$ cat config.mk
export PLATFORM = sky130hd
export DESIGN_NAME = reset_timeout_sequencer
export DESIGN_NICKNAME = d
export VERILOG_FILES = /design/src/rtl/rst_seq_pkg.sv /design/src/rtl/reset_timeout_sequencer.sv
export VERILOG_INCLUDE_DIRS = /design/src /design/src/rtl
export SDC_FILE = /design/constraint.sdc
export NUM_CORES = 1
export LEC_CHECK = 0
export ABC_AREA = 1
export BUFFER_PORTS_ARGS = -buffer_cell sky130_fd_sc_hd__buf_2
export CELL_PAD_IN_SITES_DETAIL_PLACEMENT = 1
export CELL_PAD_IN_SITES_GLOBAL_PLACEMENT = 1
export CORE_MARGIN = 2
export CORE_UTILIZATION = 42
export DETAILED_ROUTE_END_ITERATION = 10
export PLACE_DENSITY_LB_ADDON = 0.1
export SLEW_MARGIN = 20
export SYNTH_ARGS = -nofsm -noshare
export SYNTH_HDL_FRONTEND = slang
export SYNTH_SLANG_ARGS = --single-unit
$ cat constraint.sdc
create_clock -name clock -period 2 [get_ports clock]
set_clock_uncertainty 0.2 [all_clocks]
set_input_delay 0.4 -clock clock [delete_from_list [all_inputs] [get_ports clock]]
set_output_delay 0.4 -clock clock [all_outputs]
set_load 0.01 [all_outputs]
$ cat src/rtl/rst_seq_cfg.svh
// Purpose: constants of the reset and time-out sequencer
// Assumes: 50 MHz system clock, slow internal RC clock sampled as a pin
// Notes: times are kept in their own unit, counts are derived from them
`ifndef RST_SEQ_CFG_SVH
`define RST_SEQ_CFG_SVH

// clock and bus widths
`define CLK_PERIOD_NS 20
`define ADDR_W 8
`define DATA_W 8
`define CNT_W 16

// register addresses
`define ADDR_CAUSE 8'h8E
`define ADDR_STATUS 8'h83
`define ADDR_CFG 8'h81

// reset-cause register fields
`define CAUSE_BO_BIT 0
`define CAUSE_PO_BIT 1

// core status register fields
`define STAT_TO_BIT 4
`define STAT_PD_BIT 3
`define STAT_HI_LSB 5
`define STAT_LO_MSB 2

// configuration register fields and reset value
`define CFG_PINSEL_BIT 0
`define CFG_PWRTDIS_BIT 1
`define CFG_BOEN_LSB 2
`define CFG_OSC_LSB 4
`define CFG_RESET 8'h01

// brown-out enable value that turns detection off
`define BOEN_OFF 2'h0

// power-up delay: 64 ms counted on the internal RC clock
`define POWERUP_DELAY_TIMER_TIME_MS 64
`define RC_FREQ_KHZ 32
`define POWERUP_DELAY_TIMER_TICKS (`POWERUP_DELAY_TIMER_TIME_MS * `RC_FREQ_KHZ)

// oscillator start-up wait in oscillator periods
`define OST_PERIODS 1024

// reset pin glitch filter, a least time so it rounds up
`define PIN_FILTER_NS 200
`define PIN_FILTER_CYCLES \
    ((`PIN_FILTER_NS + `CLK_PERIOD_NS - 1) / `CLK_PERIOD_NS)

`endif

$ cat src/rtl/rst_seq_pkg.sv
// Purpose: types shared by the reset and time-out sequencer
// Assumes: constants come from the cfg header
// Notes: one-hot sequencer states
`include "rst_seq_cfg.svh"

package rst_seq_pkg;

    // sequencer states, one-hot
    typedef enum logic [4:0] {
        ST_HOLD  = 5'h01,
        ST_POWERUP_DELAY_TIMER  = 5'h02,
        ST_OST   = 5'h04,
        ST_RUN   = 5'h08,
        ST_SLEEP = 5'h10
    } seq_state_t;

    // main oscillator modes
    typedef enum logic [2:0] {
        OSC_LP  = 3'h0,
        OSC_XT  = 3'h1,
        OSC_HS  = 3'h2,
        OSC_EC  = 3'h3,
        OSC_INT = 3'h4,
        OSC_RC  = 3'h5
    } osc_mode_t;

    // register port request
    typedef struct packed {
        logic [`ADDR_W-1:0] addr;
        logic [`DATA_W-1:0] wdata;
        logic wr;
        logic rd;
    } bus_req_t;

    // asynchronous inputs from the pad ring and analog blocks
    typedef struct packed {
        logic ext_reset_pin;
        logic rc_clk;
        logic osc_clk;
        logic por_active;
        logic bor_low;
    } async_in_t;

    // events from logic on the system clock
    typedef struct packed {
        logic wdt_expire;
        logic sleep_exec;
    } core_ev_t;

    // all state of the sequencer
    typedef struct packed {
        seq_state_t st;
        logic pin_s1;
        logic pin_s2;
        logic rc_s1;
        logic rc_s2;
        logic rc_s3;
        logic osc_s1;
        logic osc_s2;
        logic osc_s3;
        logic por_s1;
        logic por_s2;
        logic bor_s1;
        logic bor_s2;
        logic [`CNT_W-1:0] filt_cnt;
        logic pin_filt;
        logic [`CNT_W-1:0] cnt;
        logic [`DATA_W-1:0] cfg;
        logic po_flag;
        logic bo_flag;
        logic to_flag;
        logic pd_flag;
        logic [2:0] stat_hi;
        logic [2:0] stat_lo;
        logic wdt_rst;
        logic chip_rst_n;
        logic osc_run;
        logic wdt_clear;
        logic pullup_en;
        logic port_a_line3;
        logic [`DATA_W-1:0] rdata;
    } seq_regs_t;

endpackage : rst_seq_pkg

$ cat src/rtl/reset_timeout_sequencer.sv
// Purpose: reset pin filter, power-up delay, oscillator start-up wait
//          and reset-cause flags
// Assumes: slow RC and oscillator clocks arrive as sampled levels
// Notes: the reset pin is never driven by this block
`timescale 1ns/1ps
`default_nettype none

module reset_timeout_sequencer
    import rst_seq_pkg::*;
(
    // clock and reset
    input wire logic clock,
    input wire logic nrst,
    // register port
    input wire bus_req_t bus,
    output logic [`DATA_W-1:0] rdata,
    // pins and analog sources
    input wire async_in_t ain,
    // core events
    input wire core_ev_t ev,
    // reset and clock control
    output logic chip_reset_n,
    output logic osc_run,
    output logic wdt_clear,
    // pin side
    output logic pullup_en,
    output logic port_a_line3
);

    localparam logic [`CNT_W-1:0] POWERUP_DELAY_TIMER_LAST = `CNT_W'(`POWERUP_DELAY_TIMER_TICKS - 1);
    localparam logic [`CNT_W-1:0] OST_LAST = `CNT_W'(`OST_PERIODS - 1);
    localparam logic [`CNT_W-1:0] FILT_LAST =
        `CNT_W'(`PIN_FILTER_CYCLES - 1);

    seq_regs_t r_reg;
    seq_regs_t r_next;

    // decoded configuration and synchronised conditions
    logic pin_sel;
    logic powerup_delay_timer_dis;
    logic [1:0] bo_en;
    osc_mode_t osc_mode;
    logic crystal;
    logic rc_edge;
    logic osc_edge;
    logic bor_hold;
    logic pin_low;
    logic [`DATA_W-1:0] cause_rd;
    logic [`DATA_W-1:0] stat_rd;

    assign pin_sel = r_reg.cfg[`CFG_PINSEL_BIT];
    assign powerup_delay_timer_dis = r_reg.cfg[`CFG_PWRTDIS_BIT];
    assign bo_en = r_reg.cfg[`CFG_BOEN_LSB +: 2];
    assign osc_mode = osc_mode_t'(r_reg.cfg[`CFG_OSC_LSB +: 3]);
    // crystal-type oscillators need a start-up wait
    assign crystal = (osc_mode == OSC_LP) || (osc_mode == OSC_XT) ||
                     (osc_mode == OSC_HS);
    // edges seen on the second and third stages only
    assign rc_edge = r_reg.rc_s2 && !r_reg.rc_s3;
    assign osc_edge = r_reg.osc_s2 && !r_reg.osc_s3;
    // brown-out hold only when detection is enabled
    assign bor_hold = (bo_en != `BOEN_OFF) && r_reg.bor_s2;
    // internal reset mode ignores the pin as a reset source
    assign pin_low = pin_sel && !r_reg.pin_filt;

    // read views of the two flag registers
    always_comb begin
        cause_rd = '0;
        cause_rd[`CAUSE_BO_BIT] = r_reg.bo_flag;
        cause_rd[`CAUSE_PO_BIT] = r_reg.po_flag;
        stat_rd = {r_reg.stat_hi, r_reg.to_flag, r_reg.pd_flag,
                   r_reg.stat_lo};
    end

    // next state of the whole block
    always_comb begin
        r_next = r_reg;

        // two-stage synchronisers, with a third stage on the RC and oscillator clocks
        r_next.pin_s1 = ain.ext_reset_pin;
        r_next.pin_s2 = r_reg.pin_s1;
        r_next.rc_s1 = ain.rc_clk;
        r_next.rc_s2 = r_reg.rc_s1;
        r_next.rc_s3 = r_reg.rc_s2;
        r_next.osc_s1 = ain.osc_clk;
        r_next.osc_s2 = r_reg.osc_s1;
        r_next.osc_s3 = r_reg.osc_s2;
        r_next.por_s1 = ain.por_active;
        r_next.por_s2 = r_reg.por_s1;
        r_next.bor_s1 = ain.bor_low;
        r_next.bor_s2 = r_reg.bor_s1;

        // glitch filter: level accepted only after it stays stable
        if (r_reg.pin_s2 == r_reg.pin_filt) begin
            r_next.filt_cnt = '0;
        end else if (r_reg.filt_cnt == FILT_LAST) begin
            r_next.filt_cnt = '0;
            r_next.pin_filt = r_reg.pin_s2;
        end else begin
            r_next.filt_cnt = r_reg.filt_cnt + `CNT_W'(1);
        end

        // pulses default low
        r_next.wdt_clear = 1'b0;
        r_next.wdt_rst = 1'b0;

        // software writes; hardware events below override them
        if (bus.wr) begin
            case (bus.addr)
                `ADDR_CAUSE: begin
                    r_next.bo_flag = bus.wdata[`CAUSE_BO_BIT];
                    r_next.po_flag = bus.wdata[`CAUSE_PO_BIT];
                end
                `ADDR_STATUS: begin
                    r_next.stat_hi = bus.wdata[`DATA_W-1:`STAT_HI_LSB];
                    r_next.stat_lo = bus.wdata[`STAT_LO_MSB:0];
                end
                `ADDR_CFG: begin
                    r_next.cfg = bus.wdata;
                end
                default: begin
                end
            endcase
        end

        // sequencer
        case (r_reg.st)
            ST_HOLD: begin
                r_next.cnt = '0;
                r_next.osc_run = 1'b1;
                if (!r_reg.por_s2 && !bor_hold) begin
                    if (!powerup_delay_timer_dis) begin
                        r_next.st = ST_POWERUP_DELAY_TIMER;
                    end else if (crystal) begin
                        r_next.st = ST_OST;
                    end else begin
                        r_next.st = ST_RUN;
                    end
                end
            end
            ST_POWERUP_DELAY_TIMER: begin
                if (rc_edge) begin
                    if (r_reg.cnt == POWERUP_DELAY_TIMER_LAST) begin
                        r_next.cnt = '0;
                        r_next.st = crystal ? ST_OST : ST_RUN;
                    end else begin
                        r_next.cnt = r_reg.cnt + `CNT_W'(1);
                    end
                end
            end
            ST_OST: begin
                r_next.osc_run = 1'b1;
                if (osc_edge) begin
                    if (r_reg.cnt == OST_LAST) begin
                        r_next.cnt = '0;
                        r_next.st = ST_RUN;
                    end else begin
                        r_next.cnt = r_reg.cnt + `CNT_W'(1);
                    end
                end
            end
            ST_RUN: begin
                if (ev.wdt_expire) begin
                    // watchdog reset: one-cycle internal pulse, pin untouched
                    r_next.wdt_rst = 1'b1;
                    r_next.to_flag = 1'b0;
                    r_next.stat_hi = '0;
                end else if (pin_low) begin
                    r_next.stat_hi = '0;
                end else if (ev.sleep_exec) begin
                    r_next.to_flag = 1'b1;
                    r_next.pd_flag = 1'b0;
                    r_next.wdt_clear = 1'b1;
                    r_next.osc_run = 1'b0;
                    r_next.st = ST_SLEEP;
                end
            end
            ST_SLEEP: begin
                if (ev.wdt_expire) begin
                    // watchdog wake-up
                    r_next.to_flag = 1'b0;
                    r_next.pd_flag = 1'b0;
                    r_next.osc_run = 1'b1;
                    r_next.st = crystal ? ST_OST : ST_RUN;
                end else if (pin_low) begin
                    // pin reset during sleep
                    r_next.to_flag = 1'b1;
                    r_next.pd_flag = 1'b0;
                    r_next.stat_hi = '0;
                    r_next.osc_run = 1'b1;
                    r_next.st = crystal ? ST_OST : ST_RUN;
                end
            end
            default: begin
                r_next.st = ST_HOLD;
            end
        endcase

        // power-on and brown-out win over everything else
        if (r_reg.por_s2) begin
            r_next.st = ST_HOLD;
            r_next.po_flag = 1'b0;
            r_next.to_flag = 1'b1;
            r_next.pd_flag = 1'b1;
            r_next.stat_hi = '0;
            r_next.stat_lo = '0;
            r_next.cnt = '0;
        end else if (bor_hold) begin
            r_next.st = ST_HOLD;
            r_next.bo_flag = 1'b0;
            r_next.to_flag = 1'b1;
            r_next.pd_flag = 1'b1;
            r_next.stat_hi = '0;
            r_next.stat_lo = '0;
            r_next.cnt = '0;
        end

        // chip released only when time-outs are done and, in pin reset mode, pin is high
        r_next.chip_rst_n = (r_reg.st == ST_RUN || r_reg.st == ST_SLEEP) &&
                            !r_reg.por_s2 && !bor_hold && !pin_low &&
                            !r_reg.wdt_rst;

        // pin side: pull-up in pin reset mode, data line otherwise
        r_next.pullup_en = pin_sel;
        r_next.port_a_line3 = pin_sel ? 1'b0 : r_reg.pin_s2;

        // read data, one cycle after the strobe
        if (bus.rd) begin
            case (bus.addr)
                `ADDR_CAUSE: r_next.rdata = cause_rd;
                `ADDR_STATUS: r_next.rdata = stat_rd;
                `ADDR_CFG: r_next.rdata = r_reg.cfg;
                default: r_next.rdata = '0;
            endcase
        end else begin
            r_next.rdata = '0;
        end
    end

    // state register with synchronous reset
    always_ff @(posedge clock) begin
        if (!nrst) begin
            r_reg <= '0;
            r_reg.st <= ST_HOLD;
            r_reg.cfg <= `CFG_RESET;
            r_reg.pin_filt <= 1'b1;
            r_reg.to_flag <= 1'b1;
            r_reg.pd_flag <= 1'b1;
            r_reg.osc_run <= 1'b1;
        end else begin
            r_reg <= r_next;
        end
    end

    // outputs straight from flip-flops
    assign rdata = r_reg.rdata;
    assign chip_reset_n = r_reg.chip_rst_n;
    assign osc_run = r_reg.osc_run;
    assign wdt_clear = r_reg.wdt_clear;
    assign pullup_en = r_reg.pullup_en;
    assign port_a_line3 = r_reg.port_a_line3;

endmodule : reset_timeout_sequencer

`default_nettype wire

==> results.sh <==
export IMPL_vdd_drop_max_v=0.000379
export IMPL_status="finished clean"
export IMPL_finalCritPeriodShare_pct=94.3
export IMPL_finalPower_uw=4310
export IMPL_cts_buffers=9
export IMPL_synth_enable_flop_cells=0
export IMPL_worstPathRequired_ns=2.05
export IMPL_grt_max_degree=26
export IMPL_synth_top_cell_area_share_pct=42.3
export IMPL_yosysMostFrequentCell="nand2_1"
export IMPL_crit_chain="inv_2, nor2_2, nand3_4, nand2_2, nor2_2, nor2_4, buf_4, a21oi_4, buf_12, nand2_1, nor2_1"
export IMPL_maxSlewHeadroom_pct=73.2
export IMPL_antenna_found_initial=0
export IMPL_hold_path_class="primary input to flip-flop"
export IMPL_chipWidth_um=100
export IMPL_cp_end_kind="flip-flop"
export IMPL_worst_pin_slew_ns=0.400
export IMPL_slowest_stage="dfxtp_1"
export IMPL_syn2layout_area_growth_pct=16.8
export IMPL_cts_max_path_buffers=2
export IMPL_cts_tree="done"
export IMPL_cts_root_buf="clkbuf_8"
export IMPL_place_ws_ns=-0.0724
export IMPL_fin_setup_tns_ns=0
export IMPL_ys_seq_elements=82
export IMPL_hold_viol=0
export IMPL_wl_mm=9.97
export IMPL_post_route_util_pct=49.8
export IMPL_grt_pass1_wl_mm=16.9
export IMPL_max_freq_mhz=530
export IMPL_p_leak_uw=0.00206
export IMPL_synth_nets=584
export IMPL_insertion_delay_ns=0.36
export IMPL_synth_area_leaders="dfxtp_1 42%, nand2_1 13%, nor2_1 7.5%"
export IMPL_crit_path_max_incr_delay_ns=0.40
export IMPL_crit_top_cell="nor2_2"
export IMPL_final_nets=638
export IMPL_syn_area_per_cell_um2=7.01
export IMPL_port_buffers=39
export IMPL_dp_hpwl_mm=7.46
export IMPL_crit_path_start_kind="flip-flop"
export IMPL_fin_crit_ns=1.89
export IMPL_vias=3649
export IMPL_dr_pass1_iters=4
export IMPL_synth_commonest_cells="132 x nand2_1, 82 x dfxtp_1, 78 x nor2_1"
export IMPL_wl_per_cell_um=13.8
export IMPL_rows=35
export IMPL_cts_clk_slew_worst_paths_ns=0.09
export IMPL_fin_ws_ns=0.115
export IMPL_ys_flop_type="dfxtp_1"
export IMPL_clock_sinks=82
export IMPL_worstPathArrival_ns=1.94
export IMPL_start_util_pct=42.6
export IMPL_vias_per_cell=5.04
export IMPL_h_tree_depth=3
export IMPL_setup_violations=0
export IMPL_grt_use_total_pct=20.9
export IMPL_synthCells=554
export IMPL_ys_warn_count=0
export IMPL_drtAntennaViolNets=0
export IMPL_path_buf_inv=3
export IMPL_critical_path_class="flip-flop to flip-flop"
export IMPL_largest_register_ffs=53
export IMPL_worst_path_max_fanout=10
export IMPL_synth_area_leader_cell="dfxtp_1"
export IMPL_synth_seq_area_share_pct=42.3
export IMPL_grt_pass1_vias=3735
export IMPL_drive_above_1_share_pct=18.1
export IMPL_drv_cap=0
export IMPL_slew_viol_final=0
export IMPL_netlist_area_um2=3880
export IMPL_async_flop_share_pct=0
export IMPL_fp_coreArea_um2=9110
export IMPL_whs_ns=0.0196
export IMPL_ios=40
export IMPL_antenna_cells=0
export IMPL_overflow=0
export IMPL_place_congestion=0.832
export IMPL_drtIter0Drc=79
export IMPL_power_density_nw_per_um2=950
export IMPL_route_detailed_drc=0
export IMPL_crit_family="simple AND/OR/NAND/NOR gates"
export IMPL_yosysUniqueCellTypes=38
export IMPL_die_area_um2=10000
export IMPL_die_h_um=100
-- through the flow --
stage                     instances  area [µm²]
after floorplan                 554        3880
after global placement          702        4210
after detailed placement        702        4210
after CTS                       722        4450
after global routing            724        4530
final                           724        4530
-- tightest hold or removal path, cell delays in order --
cell     delay, ns
buf_2         0.07
nand2_1       0.04
inv_1         0.04
-- final timing paths --
check | startpoint | endpoint | slack (ns) | cells past startpoint
setup reg to reg | r_reg[78] | r_reg[41] | 0.11 | 11
setup / recovery | r_reg[78] | r_reg[41] | 0.11 | 11
hold reg to reg | r_reg[13] | chip_reset_n | 0.20 | 1
hold / removal | ain[0] | r_next[65] | 0.02 | 3
-- timing repair --
action                     in CTS  in global routing
setup endpoints to repair      11                 18
resized for setup               4                 16
hold buffers                    0                  0
pin swaps                       2                  3
setup buffers                   4                  2
-- cell type report --
cell class                      instances  area (µm²)
Clock inverter                          7        77.6
Fill cell                            1225        4580
Clock buffer                            9         124
Tap cell                              111         139
Inverter                               84         322
Multi-Input combinational cell        374        1880
Timing Repair Buffer                   57         343
Sequential cell                        82        1650
-- routing by layer --
layer	wire (µm)	track usage, %
met5	0	0
met4	204	7.38
met3	217	4.25
met2	5000	36.7
met1	4540	25.3
-- cell families after synthesis --
family	count (synthesis)	synth area share, %
AND/OR/NAND/NOR	293	34.0
buffers and inverters	98	10.6
flip-flops	82	42.3
AO/OA/AOI/OAI	73	11.0
XOR/XNOR	5	1.13
adder cells (fa/ha/maj)	3	0.967
-- power breakdown --
part	switching (µW)	leakage [µW]	total, µW	internal, µW
Clock	650	0.000105	1240	590
Combinational	837	0.00129	1300	462
Sequential	64.0	0.000666	1770	1700
-- cell usage in the layout, fill, tap and decap left out, types with 3 or more instances in the layout --
master | netlist | routed
a21oi_1 | 32 | 32
buf_2 | 2 | 39
buf_4 | 9 | 17
clkbuf_8 | 0 | 9
dfxtp_1 | 82 | 79
inv_1 | 76 | 75
inv_2 | 5 | 5
nand2_1 | 132 | 132
nand2_2 | 4 | 3
nand3_1 | 26 | 25
nand3_4 | 1 | 4
nand4_1 | 18 | 18
nor2_1 | 78 | 75
nor2_2 | 4 | 6
nor2_4 | 5 | 6
nor3_1 | 14 | 14
o21ai_0 | 21 | 19
o21ai_1 | 4 | 5
o21bai_1 | 5 | 5
xor2_1 | 4 | 4
(Power assumes the default switching activity.)
